--- src/inc/mem_lock_pkg.sv ---
// Purpose: Shared constants and types for the debug port memory lock block
// Assumes: One system clock, asynchronous active-low reset
// Notes: Memory sections are coded so both access ports share one decoder
package mem_lock_pkg;
   localparam logic [31:0] UNLOCK_KEY = 32'h5CC5_C55C;
   localparam logic [31:0] KEY_RESET = 32'h5CC5_C55C;
   localparam logic [7:0] PROTECTION_KEY_OFFSET = 8'h00;
   localparam logic [31:0] INVALID_DATA = 32'h0000_0000;
   localparam logic [31:0] ERASED_WORD = 32'hFFFF_FFFF;

   typedef enum logic [2:0] {
      SEC_FLASH = 3'b000,
      SEC_SRAM = 3'b001,
      SEC_EEPROM = 3'b010,
      SEC_SIGNATURE_ROW = 3'b011,
      SEC_USER_ROW_A = 3'b100,
      SEC_FUSE = 3'b101,
      SEC_LOCK = 3'b110,
      SEC_REGS = 3'b111
   } section_e;

   typedef enum logic [1:0] {
      ERASE_IDLE = 2'b00,
      ERASE_BUSY = 2'b01,
      ERASE_DONE = 2'b10
   } erase_state_e;

   typedef struct packed {
      logic valid;
      logic write;
      logic fuse_write_cmd;
      section_e section;
      logic [31:0] wdata;
   } access_req_s;

   typedef struct packed {
      logic read_ok;
      logic write_ok;
   } access_grant_s;

   localparam logic [7:0] ERASE_CYCLES = 8'd16;
endpackage

--- src/logic/access_decide.sv ---
// Purpose: Decides whether a port may read or write one memory section
// Assumes: Combinational, shared by the debug and CPU paths
// Notes: CPU answer ignores lock state
`timescale 1ns/1ns
`default_nettype none
module access_decide
   import mem_lock_pkg::*;
(
   // Request
   input wire logic from_debug,
   input wire logic unlocked,
   input wire logic fuse_write_cmd,
   input wire section_e section,
   // Answer
   output access_grant_s grant
);
   always_comb begin
      grant = '0;
      if (!from_debug) begin
         grant.read_ok = 1'b1; // see RULE5
         grant.write_ok = !(section inside {SEC_SIGNATURE_ROW, SEC_FUSE, SEC_LOCK}); // see RULE5
      end else if (unlocked) begin
         grant.read_ok = 1'b1; // see RULE6
         grant.write_ok = (section != SEC_SIGNATURE_ROW); // see RULE6
      end else begin
         grant.read_ok = 1'b0; // see RULE4 see RULE7
         grant.write_ok = (section == SEC_USER_ROW_A) && fuse_write_cmd; // see RULE7 see RULE8
      end
   end
endmodule
`default_nettype wire

--- src/logic/debug_port_memory_lock.sv ---
// Purpose: Gates debug port access to memory sections by the lock key; CPU access ignores lock state
// Assumes: Memory arrays sit outside; this block forwards granted accesses
// Notes: The CPU wins the shared memory path; a debug request in that cycle
//    gets no answer and must be held until it does.
//    During a full chip erase every access is answered refused.
//    Key reads are served here, never from the memory side.
// Contract
// RULE1: Unlocked only while key equals unlock value
// RULE2: Debugger locks by writing any other key
// RULE3: Key ships unlocked, read-only to CPU
// RULE4: Locked debug reads of memories are refused
// RULE5: CPU access same whether locked or not
// RULE6: Unlocked debug writes all except signature row
// RULE7: Locked debug: no reads, only user-row writes
// RULE8: Locked user-row write via fuse-write command only
// RULE9: Blocked read completes with invalid data
// RULE10: Only full chip erase leaves locked state; reset also loads the unlock key
// RULE11: Erase completion restores the unlock key
`timescale 1ns/1ns
`default_nettype none
module debug_port_memory_lock
   import mem_lock_pkg::*;
(
   // Clock and reset
   input wire logic clk_sys,
   input wire logic arst_n,
   // Debug port access
   input wire access_req_s dbg_req,
   input wire logic full_chip_erase_cmd,
   output logic dbg_done,
   output logic dbg_granted,
   output logic [31:0] dbg_rdata,
   // CPU access
   input wire access_req_s cpu_req,
   output logic cpu_done,
   output logic cpu_granted,
   output logic [31:0] cpu_rdata,
   // Memory side
   output logic mem_valid,
   output logic mem_write,
   output section_e mem_section,
   output logic [31:0] mem_wdata,
   input wire logic [31:0] mem_rdata,
   output logic mem_erase_all,
   // Status
   output logic unlocked,
   output logic erase_busy
);
   logic [31:0] protection_key;
   logic [31:0] next_protection_key;
   erase_state_e erase_state;
   erase_state_e next_erase_state;
   logic [7:0] erase_count;
   logic [7:0] next_erase_count;
   logic next_dbg_done;
   logic next_dbg_granted;
   logic [31:0] next_dbg_rdata;
   logic next_cpu_done;
   logic next_cpu_granted;
   logic [31:0] next_cpu_rdata;
   access_grant_s dbg_grant;
   access_grant_s cpu_grant;
   logic dbg_ok;
   logic cpu_ok;
   logic cpu_sel;
   logic key_write;

   function automatic logic allowed(input access_req_s r, input access_grant_s g);
      allowed = r.write ? g.write_ok : g.read_ok;
   endfunction

   // The key lives in this block, not behind the memory port
   function automatic logic is_key_section(input section_e s);
      is_key_section = (s == SEC_LOCK);
   endfunction

   function automatic logic [31:0] read_value(input section_e s, input logic [31:0] key,
      input logic [31:0] mem);
      read_value = is_key_section(s) ? key : mem;
   endfunction

   access_decide u_dbg_decide (
      .from_debug(1'b1),
      .unlocked(unlocked),
      .fuse_write_cmd(dbg_req.fuse_write_cmd),
      .section(dbg_req.section),
      .grant(dbg_grant)
   );

   access_decide u_cpu_decide (
      .from_debug(1'b0),
      .unlocked(unlocked),
      .fuse_write_cmd(cpu_req.fuse_write_cmd),
      .section(cpu_req.section),
      .grant(cpu_grant)
   );

   assign unlocked = (protection_key == UNLOCK_KEY); // see RULE1
   assign erase_busy = (erase_state == ERASE_BUSY);
   assign mem_erase_all = erase_busy; // see RULE10

   // CPU has priority on the shared memory path; no access during erase
   assign cpu_ok = cpu_req.valid && !erase_busy && allowed(cpu_req, cpu_grant);
   assign dbg_ok = dbg_req.valid && !erase_busy && !cpu_req.valid && allowed(dbg_req, dbg_grant);
   assign cpu_sel = cpu_req.valid;
   // Key writable only from the debug port and only while no erase runs
   assign key_write = dbg_ok && dbg_req.write && is_key_section(dbg_req.section) && (erase_state == ERASE_IDLE);

   // Memory side follows the port that won; key accesses stay here
   always_comb begin
      mem_valid = 1'b0;
      if (cpu_ok) begin
         mem_valid = !is_key_section(cpu_req.section);
      end else if (dbg_ok) begin
         mem_valid = !is_key_section(dbg_req.section);
      end
      mem_write = cpu_sel ? cpu_req.write : dbg_req.write;
      mem_section = cpu_sel ? cpu_req.section : dbg_req.section;
      mem_wdata = cpu_sel ? cpu_req.wdata : dbg_req.wdata;
   end

   // Erase: a command in idle starts a fixed run, then one cycle restores the key
   always_comb begin
      next_erase_state = erase_state;
      next_erase_count = erase_count;
      case (erase_state)
         ERASE_IDLE: begin
            if (full_chip_erase_cmd) begin // see RULE10
               next_erase_state = ERASE_BUSY;
               next_erase_count = ERASE_CYCLES;
            end
         end
         ERASE_BUSY: begin
            next_erase_count = erase_count - 8'd1;
            if (erase_count == 8'd1) begin
               next_erase_state = ERASE_DONE;
            end
         end
         ERASE_DONE: begin
            next_erase_state = ERASE_IDLE;
         end
         default: begin
            next_erase_state = ERASE_IDLE;
         end
      endcase
   end

   always_ff @(posedge clk_sys or negedge arst_n) begin
      if (!arst_n) begin
         erase_state <= ERASE_IDLE;
         erase_count <= 8'h00;
      end else begin
         erase_state <= next_erase_state;
         erase_count <= next_erase_count;
      end
   end

   // Key: restore and debug write never meet, a key write outside idle is dropped
   always_comb begin
      next_protection_key = protection_key;
      if (erase_state == ERASE_DONE) begin
         next_protection_key = UNLOCK_KEY; // see RULE11
      end else if (key_write) begin
         next_protection_key = dbg_req.wdata; // see RULE2 see RULE3
      end
   end

   always_ff @(posedge clk_sys or negedge arst_n) begin
      if (!arst_n) begin
         protection_key <= KEY_RESET; // see RULE3
      end else begin
         protection_key <= next_protection_key;
      end
   end

   // CPU answer, registered on the taking edge
   always_comb begin
      next_cpu_done = 1'b0;
      next_cpu_granted = 1'b0;
      next_cpu_rdata = INVALID_DATA;
      if (cpu_req.valid) begin
         next_cpu_done = 1'b1;
         next_cpu_granted = cpu_ok;
         if (cpu_ok && !cpu_req.write) begin
            next_cpu_rdata = read_value(cpu_req.section, protection_key, mem_rdata); // see RULE3
         end
      end
   end

   always_ff @(posedge clk_sys or negedge arst_n) begin
      if (!arst_n) begin
         cpu_done <= 1'b0;
         cpu_granted <= 1'b0;
         cpu_rdata <= INVALID_DATA;
      end else begin
         cpu_done <= next_cpu_done;
         cpu_granted <= next_cpu_granted;
         cpu_rdata <= next_cpu_rdata;
      end
   end

   // Debug answer; a request lost to the CPU gets no answer that cycle
   always_comb begin
      next_dbg_done = 1'b0;
      next_dbg_granted = 1'b0;
      next_dbg_rdata = INVALID_DATA; // see RULE9
      if (dbg_req.valid && !cpu_req.valid) begin
         next_dbg_done = 1'b1;
         next_dbg_granted = dbg_ok;
         if (dbg_ok && !dbg_req.write) begin
            next_dbg_rdata = read_value(dbg_req.section, protection_key, mem_rdata);
         end
      end
   end

   always_ff @(posedge clk_sys or negedge arst_n) begin
      if (!arst_n) begin
         dbg_done <= 1'b0;
         dbg_granted <= 1'b0;
         dbg_rdata <= INVALID_DATA;
      end else begin
         dbg_done <= next_dbg_done;
         dbg_granted <= next_dbg_granted;
         dbg_rdata <= next_dbg_rdata;
      end
   end
endmodule
`default_nettype wire

--- config.mk ---
export PLATFORM = sky130hd
export DESIGN_NAME = debug_port_memory_lock
export DESIGN_NICKNAME = d
export VERILOG_FILES = /design/src/inc/mem_lock_pkg.sv /design/src/logic/access_decide.sv /design/src/logic/debug_port_memory_lock.sv
export SDC_FILE = /design/constraint.sdc
export NUM_CORES = 1
export LEC_CHECK = 0
export ABC_AREA = 1
export BUFFER_PORTS_ARGS = -buffer_cell sky130_fd_sc_hd__buf_2
export CAP_MARGIN = 20
export CORE_MARGIN = 2
export CORE_UTILIZATION = 30
export DETAILED_ROUTE_END_ITERATION = 7
export PLACE_DENSITY = 0.5
export SYNTH_ARGS = -nofsm -noshare
export SYNTH_HDL_FRONTEND = slang
export SYNTH_SLANG_ARGS = --single-unit
--- constraint.sdc ---
create_clock -name clk_sys -period 2.2 [get_ports clk_sys]
set_input_delay 0.11 -clock clk_sys [delete_from_list [all_inputs] [get_ports clk_sys]]
set_output_delay 0.11 -clock clk_sys [all_outputs]
set_load 0.03 [all_outputs]
# After elaboration in Yosys (flattened, before gate mapping)
# Cells that the tools add are included.
# Widths: inputs -> output; s select.
dict set report totals {
  elab_cells 72
  rom_bits 0
  latchBits 0
  reg_bits 110
  output_inout_bits 108
  ramBits 0
  input_bits 111
  mem_count 0
}
dict set report classes {
  muxes 25
  multipliers 0
  eq_ne 12
  shift 0
  n_reduce_logical 25
  order_cmp 0
  n_bitwise 0
  div 0
  add_sub_neg 1
}
# cell n
set ops {}
lappend ops {{$mux 32} 9}
lappend ops {{$eq 32x31->1 const B} 1}
lappend ops {{$pmux 8 s2} 1}
lappend ops {{$eq 3x3->1 const B} 4}
lappend ops {{$logic_and 1x1->1} 12}
lappend ops {{$mux 1} 9}
lappend ops {{$eq 8x1->1 const B} 1}
lappend ops {{$mux 8} 1}
lappend ops {{$sub 8x1->8 const B} 1}
lappend ops {{$logic_not 1->1} 7}
lappend ops {{$mux 2} 3}
lappend ops {{$pmux 2 s2} 1}
lappend ops {{$reduce_and 2->1} 2}
lappend ops {{$reduce_bool 2->1} 2}
lappend ops {{$eq 3x2->1 const B} 1}
lappend ops {{$mux 3} 1}
lappend ops {{$ne 3x2->1 const B} 1}
lappend ops {{$reduce_bool 3->1} 1}
lappend ops {{$eq 2x1->1 const B} 1}
lappend ops {{$eq 2x2->1 const B} 1}
lappend ops {{$logic_not 2->1} 1}
lappend ops {{$ne 2x1->1 const B} 1}
lappend ops {{$ne 2x2->1 const B} 1}

# Depth between registers and ports, before layout
dict set report logic_depth {
  ltp_word 10
  ltp_mapped 11
  depth_no_buf 10
}

# By module
# From an unflattened synthesis, not the netlist that was laid out.
dict set report unflattened {
  cells_unflattened 678
  hier_area_um2 5522.8
}
# mod instances area_each_um2 cells_per_inst seq_area_each_um2
set by_module_without_submodules {}
lappend by_module_without_submodules {debug_port_memory_lock 1 5387.7 646 2772.7}
lappend by_module_without_submodules {access_decide 2 67.6 16 0.0}

# Least setup slack after synthesis
# OpenSTA, ideal clock, no wires.
dict set report synth_timing {
  path_type {register to output}
  from {register protection_key[3]}
  to {output mem_valid}
  slack_ps 303
  t_required_ps 2090
  path_stages_with_launch 9
  n_path_buf 0
  t_arrival_ps 1787
  cell_sequence {dfstp_2 -> nand2_1 -> nor2_1 -> nand2_1 -> nor2_1 -> nand2_1 -> a21oi_4 -> nand2_1 -> o22ai_1}
}
dict set report synth_via {
  elab_chain_cells 6
}
# element line
set synth_rtl {}
lappend synth_rtl {{from (decl)} debug_port_memory_lock.sv:49} ;# logic [31:0] protection_key;
lappend synth_rtl {{from (signal assigned)} debug_port_memory_lock.sv:172} ;# protection_key <= next_protection_key;
lappend synth_rtl {{$eq 32x31->1} debug_port_memory_lock.sv:98} ;# assign unlocked = (protection_key == UNLOCK_KEY);
lappend synth_rtl {{$mux 2} access_decide.sv:22} ;# end else if (unlocked) begin
lappend synth_rtl {{$mux 1} debug_port_memory_lock.sv:69} ;# allowed = r.write ? g.write_ok : g.read_ok;
lappend synth_rtl {{$logic_and 1x1->1} debug_port_memory_lock.sv:104} ;# assign dbg_ok = dbg_req.valid && !erase_busy && !cpu_req.valid && allowed(dbg_req, dbg_grant);
lappend synth_rtl {{$mux 1} debug_port_memory_lock.sv:114} ;# end else if (dbg_ok) begin
lappend synth_rtl {{$mux 1} debug_port_memory_lock.sv:112} ;# if (cpu_ok) begin
lappend synth_rtl {{to (decl)} debug_port_memory_lock.sv:39} ;# output logic mem_valid,
# Every way passes these cells.

# Final worst setup path
dict set report layout_timing {
  from {register protection_key[14]}
  to {output mem_valid}
}
# Same word-level chain as after synthesis.

==> flow_metrics.py <==
metrics = {
    "outcome": {
        "outcome": "completed",
    },
    "cells_and_area": {
        "drive_gt1_share_pct": 37.9,
        "fillers": 1817,
        "area_growth_pct": 33.5,
        "finalNonFillerCells": 1091,
        "final_nets": 973,
        "stdcell_area_um2": 7110,
    },
    "clocking": {
        "clockBufferDepth": 2,
        "cts_tree": "done",
        "cts-root-buf": "clkbuf_16",
        "clkTransAtPathRegs_ns": 0.07,
        "cts_buffers": 9,
        "clock_latency_ns": 0.35,
        "h-tree-depth": 3,
        "clock_sinks": 110,
    },
    "global_routing": {
        "grt_pass1_vias": 4798,
        "overflow": 0,
        "antenna_found_initial": 1,
        "grt_pass1_wl_mm": 25.7,
        "grt_max_degree": 48,
        "grtUsageTotal_pct": 18.1,
    },
    "drt": {
        "vias_per_cell": 4.62,
        "wl_per_cell_um": 15.6,
        "routed.top_layer": "met4",
        "drt_first_pass_iters": 4,
        "drc_errors": 0,
        "wl_met2_mm": 8.18,
        "drt_iter0_drc": 276,
        "drt_wl_total_mm": 17.0,
        "met3_length_um": 708,
        "postRouteAntennaNets": 0,
        "wl_met1_mm": 7.75,
        "vias": 5041,
    },
    "synth": {
        "yosysTopAreaCellShare_pct": 44.2,
        "syn_inst": 639,
        "synth_area_leaders": "dfrtp_1 44%, nand2_1 13%, dfstp_2 7.9%",
        "async_flop_share_pct": 100,
        "ys.warnings.count": 0,
        "synth_common_cells": "182 x nand2_1, 94 x dfrtp_1, 64 x nor2_1, 37 x nand3_1, 37 x o21ai_0",
        "synth.most_common_cell": "nand2_1",
        "ys_types": 28,
        "yosys.area.top_type": "dfrtp_1",
        "ys_seq_area_share_pct": 52.1,
        "yosys_most_used_dff": "dfrtp_1",
        "ys_ff_latch": 110,
        "synthesis.nets": 752,
        "syn_area_um2": 5320,
        "synth_edf_count": 0,
        "syn_area_per_cell_um2": 8.33,
    },
    "job": {
        "drv_cap": 0,
    },
    "critical_path": {
        "worstPathRequired_ns": 2.09,
        "cp_slowest_cell": "dfstp_2",
        "worstPathMaxFanout": 4,
        "crit_type": "register to output port",
        "cp_top_family": "simple AND/OR/NAND/NOR gates",
        "worst_ep_arrival_time_ns": 2.01,
        "slowest_delay_ns": 0.56,
        "cp_num_buf_inv": 1,
        "cp-end-kind": "output port",
        "start_kind": "register",
        "path_cells": "nand2_1, nor2_1, nand2_1, nor2_2, nand2_2, a21oi_4, nand2_2, o22ai_2, buf_6",
    },
    "pwr": {
        "vdd_ir_drop_max_uv": 538,
        "power_density_nw_per_um2": 804,
        "finalPower_mw": 5.72,
        "p_leak_nw": 4.09,
    },
    "floorplan": {
        "rows": 48,
        "initial_core_util_pct": 30.8,
        "die_y_um": 137,
        "design.die.area_um2": 18800,
        "die_w_um": 137,
        "ios": 219,
        "core_um2": 17300,
    },
    "placed_design": {
        "port_buffers": 217,
        "placed_cell_area_um2": 6720,
        "dp_worst_setup_slack_ns": -0.0604,
        "placedCellCount": 1068,
        "dpl.hpwl_mm": 12.6,
        "place_congestion": 0.797,
    },
    "timing": {
        "setup_violations": 0,
        "fmax_ghz": 0.472,
        "worst_pin_slew_ns": 0.620,
        "rsz0062_at_grt": "yes",
        "hold_viol": 0,
        "min_period_over_period_pct": 96.3,
        "drv_slew": 0,
        "slew_headroom_pct": 58.7,
        "setup_slack_ns": 0.0812,
        "min_period_ns": 2.12,
        "fin_skew_ns": 0.0108,
        "hold_ws_ns": 0.0200,
    },
    "min_path": {
        "hold_class": "input pin to register",
    },
}
where the power goes:
part	internal (mW)	switching (mW)	leakage (nW)	total (mW)
combinational	0.593	1.21	2.49	1.81
clock	0.836	0.739	0.143	1.58
sequential	2.22	0.111	1.46	2.33
total	3.65	2.06	4.09	5.72
stage by stage:
stage               setup TNS (ns)  utilization, %
floorplan                        0               -
global placement           -0.0287            38.8
detailed placement           -1.05            38.8
CTS                              0            40.8
global route                -0.259            41.1
finish                           0            41.1
sequential cells by signal (all words and copies together), names as in the netlist:
signal,count
cpu_rdata,32
dbg_rdata,32
protection_key,32
erase_count,8
erase_state,2
cpu_done,1
cpu_granted,1
dbg_done,1
dbg_granted,1
what timing repair did:
action	4_1_cts	5_1_grt
buffers inserted	1	2
setup endpoints to repair	33	63
endpoints found under the hold margin	32	0
pin swaps	1	4
gates resized for setup	7	5
gates cloned	1	1
hold buffers	1	0
cell families (layout without fill, tap and decap cells):
group / after synthesis / in the layout / share of synthesized area [%]
other: 0 / 1 / 0
AO/OA/AOI/OAI: 59 / 59 / 5.81
flip-flops: 110 / 110 / 52.1
buffers and inverters: 76 / 300 / 6.56
adder cells (fa/ha/maj): 2 / 2 / 0.470
AND/OR/NAND/NOR: 374 / 376 / 31.7
multiplexers: 18 / 18 / 3.38
cells in the final DEF (no fill, tap or decap), drive strengths merged:
cell,n
inv,38
dfrtp,94
a21oi,20
dlygate4sd3,1
ha,2
o21ai,37
buf,246
clkbuf,12
nand3,40
or2,2
nor2b,1
nor3,19
o22ai,2
nor4,1
mux2i,18
clkinv,3
nand2,183
diode,1
dfstp,16
nand4,36
nor2,94
tightest hold or removal path, delay by kind of cell:
family,cells,cell delay (ns)
buffers and inverters,1,0.11
AND/OR/NAND/NOR,2,0.15
path summary, 6_finish.rpt:
| check | start | endpoint | slack (ns) | cells after the start |
|---|---|---|---|---|
| worst max-delay path | protection_key[14] | mem_valid | 0.08 | 9 |
| worst min register to register | erase_count[2] | erase_count[2] | 0.50 | 1 |
| max in group asynchronous | arst_n | protection_key[14] | 1.19 | 3 |
| worst min-delay path | dbg_req[26] | protection_key[26] | 0.02 | 3 |
| worst max register to register | protection_key[14] | dbg_rdata[0] | 0.12 | 10 |
| min in group asynchronous | arst_n | cpu_rdata[3] | 0.30 | 2 |
per-layer routing:
metal  up-vias  global-route usage [%]
met2       132                    30.3
met5         -                       0
met1      2360                    24.2
li1       2529                       -
met3        20                    2.13
met4         0                    6.76
final cells by class:
type,count,area (µm²),share of cell area [%]
clock buffers,12,256,3.61
repair buffers,247,1350,19.0
well taps,225,282,3.96
clock inverters,4,27.5,0.387
flip-flops and latches,110,2770,39.0
inverters,37,139,1.95
diodes,1,2.50,0.0352
multi-input cells,455,2280,32.1
Note: power is estimated with default switching activity, not from simulation.
